==> src/rtl/celse_pkg.sv <==
// package: error codes, indicator patterns and blink timing for the encoder
package celse_pkg;
   // clock
   localparam int unsigned CLK_HZ = 25000000;
   // blink steps in milliseconds
   localparam int unsigned FAST_MS = 200;
   localparam int unsigned NORM_MS = 500;
   localparam int unsigned SLOW_MS = 1000;
   // slow pattern: one lit second then dark for three
   localparam int unsigned SLOW_DARK_STEPS = 3;
   localparam int unsigned SLOW_CYCLE_STEPS = SLOW_DARK_STEPS + 1;
   // derived cycle counts
   localparam int unsigned FAST_CYC = CLK_HZ / 1000 * FAST_MS;
   localparam int unsigned NORM_CYC = CLK_HZ / 1000 * NORM_MS;
   localparam int unsigned SLOW_CYC = CLK_HZ / 1000 * SLOW_MS;
   localparam int unsigned CNT_W = 25;
   localparam int unsigned CODE_W = 16;
   // error codes
   localparam logic [15:0] EC_SCAN_TMO = 16'h000a;
   localparam logic [15:0] EC_PROG_DMG = 16'h000c;
   localparam logic [15:0] EC_INT_MEM = 16'h0010;
   localparam logic [15:0] EC_BAD_ID = 16'h0011;
   localparam logic [15:0] EC_BAD_PWD = 16'h0012;
   localparam logic [15:0] EC_RTC_LOSS = 16'h0026;
   localparam logic [15:0] EC_BATT_LOW = 16'h0027;
   localparam logic [15:0] EC_SUPPLY_DIP = 16'h002a;
   localparam logic [15:0] EC_PWD_TRIES = 16'h002d;
   localparam logic [15:0] EC_EXT_MEM = 16'h002e;
   localparam logic [15:0] EC_LOG_MISM = 16'h002f;
   localparam logic [15:0] EC_RET_SAUX = 16'h0050;
   localparam logic [15:0] EC_RET_SDREG = 16'h0051;
   localparam logic [15:0] EC_RET_AUX = 16'h0052;
   localparam logic [15:0] EC_RET_CNT = 16'h0054;
   localparam logic [15:0] EC_RET_CNT32 = 16'h0055;
   // indicator patterns; lower code is more severe
   typedef enum logic [2:0] {
      CELSE_PAT_ON = 3'b000,
      CELSE_PAT_FAST = 3'b001,
      CELSE_PAT_NORM = 3'b010,
      CELSE_PAT_SLOW = 3'b011,
      CELSE_PAT_OFF = 3'b100
   } celse_pat_t;
endpackage

==> src/rtl/celse_encoder.sv <==
// error code to indicator pattern and run permission encoder
// Contract
// the indicator shows one of five patterns: on, off, fast, normal, slow.
// fast blink toggles every 0.2 s for supply or hardware trouble.
// normal blink toggles every 0.5 s for program errors or no-run states.
// slow blink lights one second then stays dark three seconds, repeating.
// scan timeout drives the indicator steadily on and stops the cpu.
// while on, fast or normal, run is refused until the error is cleared.
// each code carries a stop or continue action for the cpu.
// damaged program or denied memory access stops the cpu in normal blink.
// program and log mismatch stops the cpu in normal blink.
// bad id, bad password or too many tries continue with indicator off.
// abnormal retained memories continue with indicator off.
// a short supply dip continues with fast blink.
// clock loss and low battery continue, no pattern, battery indicator.
// off-class warnings stay visible in flag relays and data registers.
// slow warnings need no immediate action; the operator clears them; no error code sets sev_slow here, so slow blink never shows.
// with several errors the most severe pattern is shown.
// blink timing comes from reset-aligned clock prescalers.
`timescale 1ns/100ps
module celse_encoder (
   // clock and reset
   input wire logic i_clk,
   input wire logic i_rst_n,
   // error report from fault detectors
   input wire logic i_err_valid,
   input wire logic [15:0] i_err_code,
   input wire logic i_err_clear,
   // run control
   input wire logic i_run_req,
   output logic o_cpu_run,
   output logic o_stop_evt,
   // indicators
   output logic o_err_led,
   output logic [2:0] o_led_pattern,
   output logic o_batt_led,
   output logic o_batt_blink,
   // warnings exposed to the user program
   output logic o_special_flag_relays,
   output logic [15:0] o_special_data_regs
);
   typedef struct packed {
      logic run;
      logic stop_evt;
      logic sev_on;
      logic sev_fast;
      logic sev_norm;
      logic sev_slow;
      logic warn_off;
      logic [15:0] last_warn;
      logic rtc_loss;
      logic batt_low;
      logic fast_ph;
      logic norm_ph;
      logic [1:0] slow_step;
      logic led;
      logic [2:0] pat;
   } celse_st_t;

   celse_st_t st_reg;
   celse_st_t st_next;
   logic tick_fast;
   logic tick_norm;
   logic tick_slow;
   // per-code decode results
   logic d_on;
   logic d_fast;
   logic d_norm;
   logic d_off;
   logic d_stop;
   logic d_rtc;
   logic d_batt;
   celse_pkg::celse_pat_t pat_sel;
   logic run_blocked;

   // prescalers for the three blink steps
   celse_tick #(.PERIOD(celse_pkg::FAST_CYC)) u_tick_fast (
      .i_clk(i_clk),
      .i_rst_n(i_rst_n),
      .o_tick(tick_fast)
   );
   celse_tick #(.PERIOD(celse_pkg::NORM_CYC)) u_tick_norm (
      .i_clk(i_clk),
      .i_rst_n(i_rst_n),
      .o_tick(tick_norm)
   );
   celse_tick #(.PERIOD(celse_pkg::SLOW_CYC)) u_tick_slow (
      .i_clk(i_clk),
      .i_rst_n(i_rst_n),
      .o_tick(tick_slow)
   );

   // code decode; unknown codes are ignored rather than guessed
   always_comb begin
      d_on = 1'b0;
      d_fast = 1'b0;
      d_norm = 1'b0;
      d_off = 1'b0;
      d_stop = 1'b0;
      d_rtc = 1'b0;
      d_batt = 1'b0;
      case (i_err_code)
         celse_pkg::EC_SCAN_TMO: begin
            d_on = 1'b1;
            d_stop = 1'b1;
         end
         celse_pkg::EC_PROG_DMG, celse_pkg::EC_INT_MEM,
         celse_pkg::EC_EXT_MEM: begin
            d_norm = 1'b1;
            d_stop = 1'b1;
         end
         celse_pkg::EC_LOG_MISM: begin
            d_norm = 1'b1;
            d_stop = 1'b1;
         end
         celse_pkg::EC_BAD_ID, celse_pkg::EC_BAD_PWD,
         celse_pkg::EC_PWD_TRIES: begin
            d_off = 1'b1;
         end
         celse_pkg::EC_RET_SAUX, celse_pkg::EC_RET_SDREG,
         celse_pkg::EC_RET_AUX, celse_pkg::EC_RET_CNT,
         celse_pkg::EC_RET_CNT32: begin
            d_off = 1'b1;
         end
         celse_pkg::EC_SUPPLY_DIP: begin
            d_fast = 1'b1;
         end
         celse_pkg::EC_RTC_LOSS: begin
            d_rtc = 1'b1;
         end
         celse_pkg::EC_BATT_LOW: begin
            d_batt = 1'b1;
         end
         default: begin
            d_stop = 1'b0;
         end
      endcase
   end

   // severity priority: on, fast, normal, slow, off
   always_comb begin
      if (st_reg.sev_on) begin
         pat_sel = celse_pkg::CELSE_PAT_ON;
      end else if (st_reg.sev_fast) begin
         pat_sel = celse_pkg::CELSE_PAT_FAST;
      end else if (st_reg.sev_norm) begin
         pat_sel = celse_pkg::CELSE_PAT_NORM;
      end else if (st_reg.sev_slow) begin
         pat_sel = celse_pkg::CELSE_PAT_SLOW;
      end else begin
         pat_sel = celse_pkg::CELSE_PAT_OFF;
      end
   end

   // on, fast and normal refuse a new run grant until cleared
   assign run_blocked = st_reg.sev_on | st_reg.sev_fast
      | st_reg.sev_norm;

   always_comb begin
      st_next = st_reg;
      st_next.stop_evt = 1'b0;
      // clear first so a code arriving with the clear is kept
      if (i_err_clear) begin
         st_next.sev_on = 1'b0;
         st_next.sev_fast = 1'b0;
         st_next.sev_norm = 1'b0;
         st_next.sev_slow = 1'b0;
         st_next.warn_off = 1'b0;
         st_next.rtc_loss = 1'b0;
         st_next.batt_low = 1'b0;
      end
      if (i_err_valid) begin
         st_next.sev_on = st_next.sev_on | d_on;
         st_next.sev_fast = st_next.sev_fast | d_fast;
         st_next.sev_norm = st_next.sev_norm | d_norm;
         st_next.rtc_loss = st_next.rtc_loss | d_rtc;
         st_next.batt_low = st_next.batt_low | d_batt;
         if (d_off) begin
            st_next.warn_off = 1'b1;
            st_next.last_warn = i_err_code;
         end
      end
      // stop action halts execution at once
      if (i_err_valid && d_stop) begin
         st_next.run = 1'b0;
         st_next.stop_evt = st_reg.run;
      end else if (i_run_req && !run_blocked) begin
         // a running cpu rides through a dip; only a new grant waits
         st_next.run = 1'b1;
      end
      // blink phases
      if (tick_fast) begin
         st_next.fast_ph = ~st_reg.fast_ph;
      end
      if (tick_norm) begin
         st_next.norm_ph = ~st_reg.norm_ph;
      end
      if (tick_slow) begin
         if (st_reg.slow_step == 2'(celse_pkg::SLOW_DARK_STEPS)) begin
            st_next.slow_step = '0;
         end else begin
            st_next.slow_step = st_reg.slow_step + 1'b1;
         end
      end
      st_next.pat = pat_sel;
      case (pat_sel)
         celse_pkg::CELSE_PAT_ON: st_next.led = 1'b1;
         celse_pkg::CELSE_PAT_FAST: st_next.led = st_reg.fast_ph;
         celse_pkg::CELSE_PAT_NORM: st_next.led = st_reg.norm_ph;
         celse_pkg::CELSE_PAT_SLOW:
            st_next.led = (st_reg.slow_step == 2'h0);
         celse_pkg::CELSE_PAT_OFF: st_next.led = 1'b0;
         default: st_next.led = 1'b0;
      endcase
   end

   // single state register, cpu stopped and dark after reset
   always_ff @(posedge i_clk) begin
      if (!i_rst_n) begin
         st_reg <= '0;
         st_reg.pat <= celse_pkg::CELSE_PAT_OFF;
      end else begin
         st_reg <= st_next;
      end
   end

   assign o_cpu_run = st_reg.run;
   assign o_stop_evt = st_reg.stop_evt;
   assign o_err_led = st_reg.led;
   assign o_led_pattern = st_reg.pat;
   assign o_batt_led = st_reg.batt_low;
   assign o_batt_blink = st_reg.rtc_loss;
   assign o_special_flag_relays = st_reg.warn_off;
   assign o_special_data_regs = st_reg.last_warn;

   // checks: run permission
   a_on_blocks_run: assert property (
      @(posedge i_clk) disable iff (!i_rst_n)
      st_reg.sev_on |=> !o_cpu_run)
      else $error("cpu runs while indicator on");
   a_run_refused: assert property (
      @(posedge i_clk) disable iff (!i_rst_n)
      run_blocked && !o_cpu_run |=> !o_cpu_run)
      else $error("run granted while error latched");
   a_stop_pulse: assert property (
      @(posedge i_clk) disable iff (!i_rst_n)
      o_stop_evt |-> !o_cpu_run)
      else $error("halt pulse with cpu running");
   // checks: code classes
   a_scan_stops: assert property (
      @(posedge i_clk) disable iff (!i_rst_n)
      i_err_valid && i_err_code == celse_pkg::EC_SCAN_TMO
      |=> !o_cpu_run ##1 o_led_pattern == celse_pkg::CELSE_PAT_ON)
      else $error("scan timeout not stopping");
   a_norm_codes: assert property (
      @(posedge i_clk) disable iff (!i_rst_n)
      i_err_valid && !i_err_clear
      && (i_err_code == celse_pkg::EC_LOG_MISM
      || i_err_code == celse_pkg::EC_PROG_DMG
      || i_err_code == celse_pkg::EC_INT_MEM
      || i_err_code == celse_pkg::EC_EXT_MEM)
      |=> !o_cpu_run ##1 o_led_pattern <= celse_pkg::CELSE_PAT_NORM)
      else $error("normal-blink code mishandled");
   a_off_codes: assert property (
      @(posedge i_clk) disable iff (!i_rst_n)
      i_err_valid && !i_err_clear && !run_blocked && o_cpu_run
      && i_err_code == celse_pkg::EC_BAD_PWD
      |=> o_cpu_run && o_special_flag_relays)
      else $error("off-class code stopped cpu");
   a_dip_fast: assert property (
      @(posedge i_clk) disable iff (!i_rst_n)
      i_err_valid && !i_err_clear && !st_reg.sev_on
      && i_err_code == celse_pkg::EC_SUPPLY_DIP
      |=> ##1 o_led_pattern == celse_pkg::CELSE_PAT_FAST)
      else $error("supply dip not fast blink");
   a_dip_runs: assert property (
      @(posedge i_clk) disable iff (!i_rst_n)
      i_err_valid && i_err_code == celse_pkg::EC_SUPPLY_DIP && o_cpu_run
      |=> o_cpu_run)
      else $error("supply dip stopped cpu");
   a_batt_led: assert property (
      @(posedge i_clk) disable iff (!i_rst_n)
      i_err_valid && !i_err_clear && i_err_code == celse_pkg::EC_BATT_LOW
      |=> o_batt_led)
      else $error("battery indicator not lit");
   a_rtc_blink: assert property (
      @(posedge i_clk) disable iff (!i_rst_n)
      i_err_valid && i_err_code == celse_pkg::EC_RTC_LOSS
      |=> o_batt_blink)
      else $error("battery blink not set on clock loss");
   // checks: indicator drive
   a_on_steady: assert property (
      @(posedge i_clk) disable iff (!i_rst_n)
      o_led_pattern == celse_pkg::CELSE_PAT_ON
      && $past(pat_sel) == celse_pkg::CELSE_PAT_ON |-> o_err_led)
      else $error("on pattern not lit");
   a_off_dark: assert property (
      @(posedge i_clk) disable iff (!i_rst_n)
      o_led_pattern == celse_pkg::CELSE_PAT_OFF |-> !o_err_led)
      else $error("off pattern lit");
   a_fast_toggle: assert property (
      @(posedge i_clk) disable iff (!i_rst_n)
      tick_fast |=> st_reg.fast_ph != $past(st_reg.fast_ph))
      else $error("fast phase did not toggle");
endmodule

==> src/rtl/celse_tick.sv <==
// tick prescaler: one-cycle pulse every PERIOD clocks
`timescale 1ns/100ps
module celse_tick #(
   parameter int unsigned PERIOD = 2
) (
   // clock and reset
   input wire logic i_clk,
   input wire logic i_rst_n,
   // tick
   output logic o_tick
);
   typedef struct packed {
      logic [celse_pkg::CNT_W-1:0] cnt;
      logic tick;
   } celse_tick_st_t;
   localparam logic [celse_pkg::CNT_W-1:0] LAST =
      celse_pkg::CNT_W'(PERIOD - 1);
   celse_tick_st_t st_reg;
   celse_tick_st_t st_next;

   // count up to the period edge, restart from zero
   always_comb begin
      st_next = st_reg;
      st_next.tick = 1'b0;
      if (st_reg.cnt == LAST) begin
         st_next.cnt = '0;
         st_next.tick = 1'b1;
      end else begin
         st_next.cnt = st_reg.cnt + 1'b1;
      end
   end

   // restart on reset so all ticks line up
   always_ff @(posedge i_clk) begin
      if (!i_rst_n) begin
         st_reg <= '0;
      end else begin
         st_reg <= st_next;
      end
   end

   assign o_tick = st_reg.tick;
endmodule

==> config.mk <==
export PLATFORM = sky130hd
export DESIGN_NAME = celse_encoder
export DESIGN_NICKNAME = d
export VERILOG_FILES = /design/src/rtl/celse_pkg.sv /design/src/rtl/celse_encoder.sv /design/src/rtl/celse_tick.sv
export SDC_FILE = /design/constraint.sdc
export NUM_CORES = 1
export LEC_CHECK = 0
export BUFFER_PORTS_ARGS = -buffer_cell sky130_fd_sc_hd__buf_2
export CAP_MARGIN = 40
export CELL_PAD_IN_SITES_DETAIL_PLACEMENT = 1
export CELL_PAD_IN_SITES_GLOBAL_PLACEMENT = 1
export CORE_AREA = 8 8 117 119
export DETAILED_ROUTE_END_ITERATION = 6
export DIE_AREA = 0 0 125 127
export PLACE_DENSITY = 0.57
export SLEW_MARGIN = 20
export SYNTH_ARGS = -nofsm -noshare
export SYNTH_HDL_FRONTEND = slang
export SYNTH_SLANG_ARGS = --single-unit
==> constraint.sdc <==
create_clock -name i_clk -period 2.3 [get_ports i_clk]
set_input_delay 0.23 -clock i_clk [delete_from_list [all_inputs] [get_ports i_clk]]
set_output_delay 0.23 -clock i_clk [all_outputs]
set_load 0.01 [all_outputs]
==> flow_summary.ini <==
[timing]
min_period_ns = 1.889
setup_tns_ns = 0
tightest_slew_ns = 0.9773
maxSlewHeadroom_pct = 34.85
final-hold-violation-count = 0
max_freq_mhz = 529.3
setup_viol = 0
min_period_over_period_pct = 82.14
rsz0062_at_grt = false
maxSlewViolCount = 0
finalClockSkew_ns = 0.009031

[critical_path]
worst-setup-path-type = reg2reg
ff2ff_path_depth = 6
start_kind = flip-flop
critPathArrivalTime_ns = 2.11
cp-end-kind = flip-flop
timing.rr.start = u_tick_norm.st_reg[1]$_SDFF_PP0_
slowest_stage = and3_1
timing.rr.end = u_tick_norm.st_reg[19]$_SDFF_PP0_
path_cells = ha_1 > and3_1 > nand2_1 > o31ai_2 > buf_12 > a21oi_1
crit_path_max_incr_delay_ns = 0.41
worstPathRequired_ns = 2.52
r2r_slack_ns = 0.41
path_max_fanout = 25

[finish]
nFillCells = 1399
drive_gt1_share_pct = 17.22
final_common_cell = dfxtp_1
final_core_util_pct = 36.14
final_cell_mix = 82 x dfxtp_1, 45 x buf_2, 37 x nand2_1
antenna_cells = 0
nets = 471
area_growth_pct = 15.74

[synth]
synth-seq-area-share_pct = 44.50
syn_area_per_cell_sq_um = 8.803
syn-num-nets = 442
ys_warn_count = 0
yosysTopAreaCellShare_pct = 44.50
syn_inst = 419
ys.flop_type = dfxtp_1
yosysTopAreaCell = dfxtp_1
synth_edf_count = 0
syn_area_sq_mm = 0.003689
ys_types = 43
synth_top_cells_by_area = dfxtp_1 45%, a21oi_1 3.9%, buf_4 3.9%, xor2_1 3.8%, nand2_1 3.8%
synth_seq_cells = 82
async_reset_ff_share_pct = 0

[pwr]
switching_share_pct = 21.91
peakVddDrop_v = 0.0003077
switchingPower_uw = 642.5
p_seq_share_pct = 49.2
p_per_area_mw_per_mm2 = 686.9
p_int_uw = 2290
p_leak_uw = 0.001587
clkPwrFrac_pct = 47.3
combinationalPowerShare_pct = 3.5

[clock_tree]
post_cts_buffers = 0
cts_tree = yes
cts_sinks = 82
clk_path_buf_depth = 2
cts_resized = 0
cts_buffers = 9
ctsHoldBuffers = 0
cts_root_buf = clkbuf_16
insertion_delay_ns = 0.34
htreeDepth = 3
path_clk_slew_ns = 0.06

[worst_hold_path]
hp-class = in2reg
min_from = i_err_code[4]
min_to = o_special_data_regs[4]$_SDFFE_PN0P_
holdPathStages = 3

[route]
drt-initial-drc-count = 139
routedWlPerCell_um = 15.24
first_pass_iters = 4
vias = 3077
drc = 0
detail_route.wirelength_um = 9142
ant_nets = 0
viasPerCell = 5.128

[floorplanning]
chipWidth_um = 125
die-area_sq_mm = 0.01588
io_pins = 46
initial_core_util_pct = 31.23
chipHeight_um = 127
core_sq_mm = 0.01181
rows = 40

[place]
hpwlAfterDp_um = 6467
finalWeightedCongestion = 0.7580
io_buffers = 45

[grt]
grt_pass1_vias = 3156
antenna_found_initial = 0
grt_max_degree = 32
overflow = 0
grtUsageTotal_pct = 12.00
grt_pass1_wl_um = 15700

[job]
maxCapViolCount = 0

[outcome]
status = completed
## final cells by class
| cell class | count | area (sq um) | share of cell area [%] |
|---|---|---|---|
| tap | 147 | 183.9 | 4.308 |
| clock buffer | 13 | 270.3 | 6.331 |
| timing repair buffer | 55 | 312.8 | 7.327 |
| inverter | 6 | 22.52 | 0.5276 |
| sequential | 82 | 1642 | 38.45 |
| clock inverter | 3 | 22.52 | 0.5276 |
| multi-input combinational | 294 | 1815 | 42.53 |
## power groups by stage
stage	clock network, uW	logic [uW]	registers [uW]
after global placement	0	103	1470
after detailed placement	0	106	1470
after CTS	1450	106	1440
after global routing	1490	118	1440
final	1390	104	1440
after floorplan	0	54.6	1470
## routing by layer
layer / routed length, um / global-route usage (%) / share of wire [%] / up-vias
li1: - / - / - / 1552
met1: 4507 / 14.95 / 49 / 1473
met2: 4166 / 18.86 / 46 / 47
met3: 389 / 3.411 / 4.3 / 5
met4: 79 / 5.587 / 0.86 / 0
met5: 0 / 0 / 0 / -
## through the flow
step | instance area [sq um] | std cells | hold WS, ns | setup WS, ns | power [uW]
after CTS | 4269 | 600 | 0.1794 | 0.3805 | 2994
after detailed placement | 3976 | 584 | 0.4558 | 0.2475 | 1579
after global routing | 4269 | 600 | 0.1885 | 0.2538 | 3054
after floorplan | 3689 | 419 | 0.3688 | 0.4222 | 1526
final | 4269 | 600 | 0.1910 | 0.4108 | 2932
after global placement | 3976 | 584 | 0.4443 | 0.2818 | 1576
## cells in the mapped netlist, types with 6 or more instances
library cell  number
a21oi_1           29
and3_1            10
and4_1             9
buf_2              6
buf_4             19
clkbuf_1          11
dfxtp_1           82
inv_1              6
mux2i_1            9
nand2_1           37
nand3_1           21
nand4_1           16
nor2_1            34
nor3_1             6
nor4_1            11
o21ai_0           12
o31ai_1           13
or3_1             14
or4_1             12
xnor2_1           10
xor2_1            16
## critical path, delay by kind of cell, from the launching register on
family                   cells  cell delay, ns
AND/OR/NAND/NOR              2            0.56
adder cells (fa/ha/maj)      1            0.20
AO/OA/AOI/OAI                2            0.40
buffers and inverters        1            0.22
flip-flops                   1            0.38
## worst max-delay path by stage
stage	from	end	slack [ns]
after floorplan	u_tick_norm.st_reg[1]$_SDFF_PP0_	u_tick_norm.st_reg[10]$_SDFF_PP0_	0.42
after global placement	i_err_code[8]	st_reg[29]$_SDFF_PN0_	0.28
after detailed placement	i_err_code[8]	o_stop_evt$_SDFF_PN0_	0.25
after CTS	u_tick_norm.st_reg[1]$_SDFF_PP0_	u_tick_norm.st_reg[19]$_SDFF_PP0_	0.38
after global routing	u_tick_fast.st_reg[7]$_SDFF_PP0_	u_tick_fast.st_reg[24]$_SDFF_PP0_	0.25
final	u_tick_norm.st_reg[1]$_SDFF_PP0_	u_tick_norm.st_reg[19]$_SDFF_PP0_	0.41
## logic make-up after synthesis
kind of cell,count (synthesis),share of synthesized area (%)
XOR/XNOR,26,6.173
multiplexers,9,2.442
AO/OA/AOI/OAI,62,10.04
buffers and inverters,43,6.547
AND/OR/NAND/NOR,195,29.61
flip-flops,82,44.50
adder cells (fa/ha/maj),2,0.6783
Note: power is estimated with default switching activity, not from simulation.
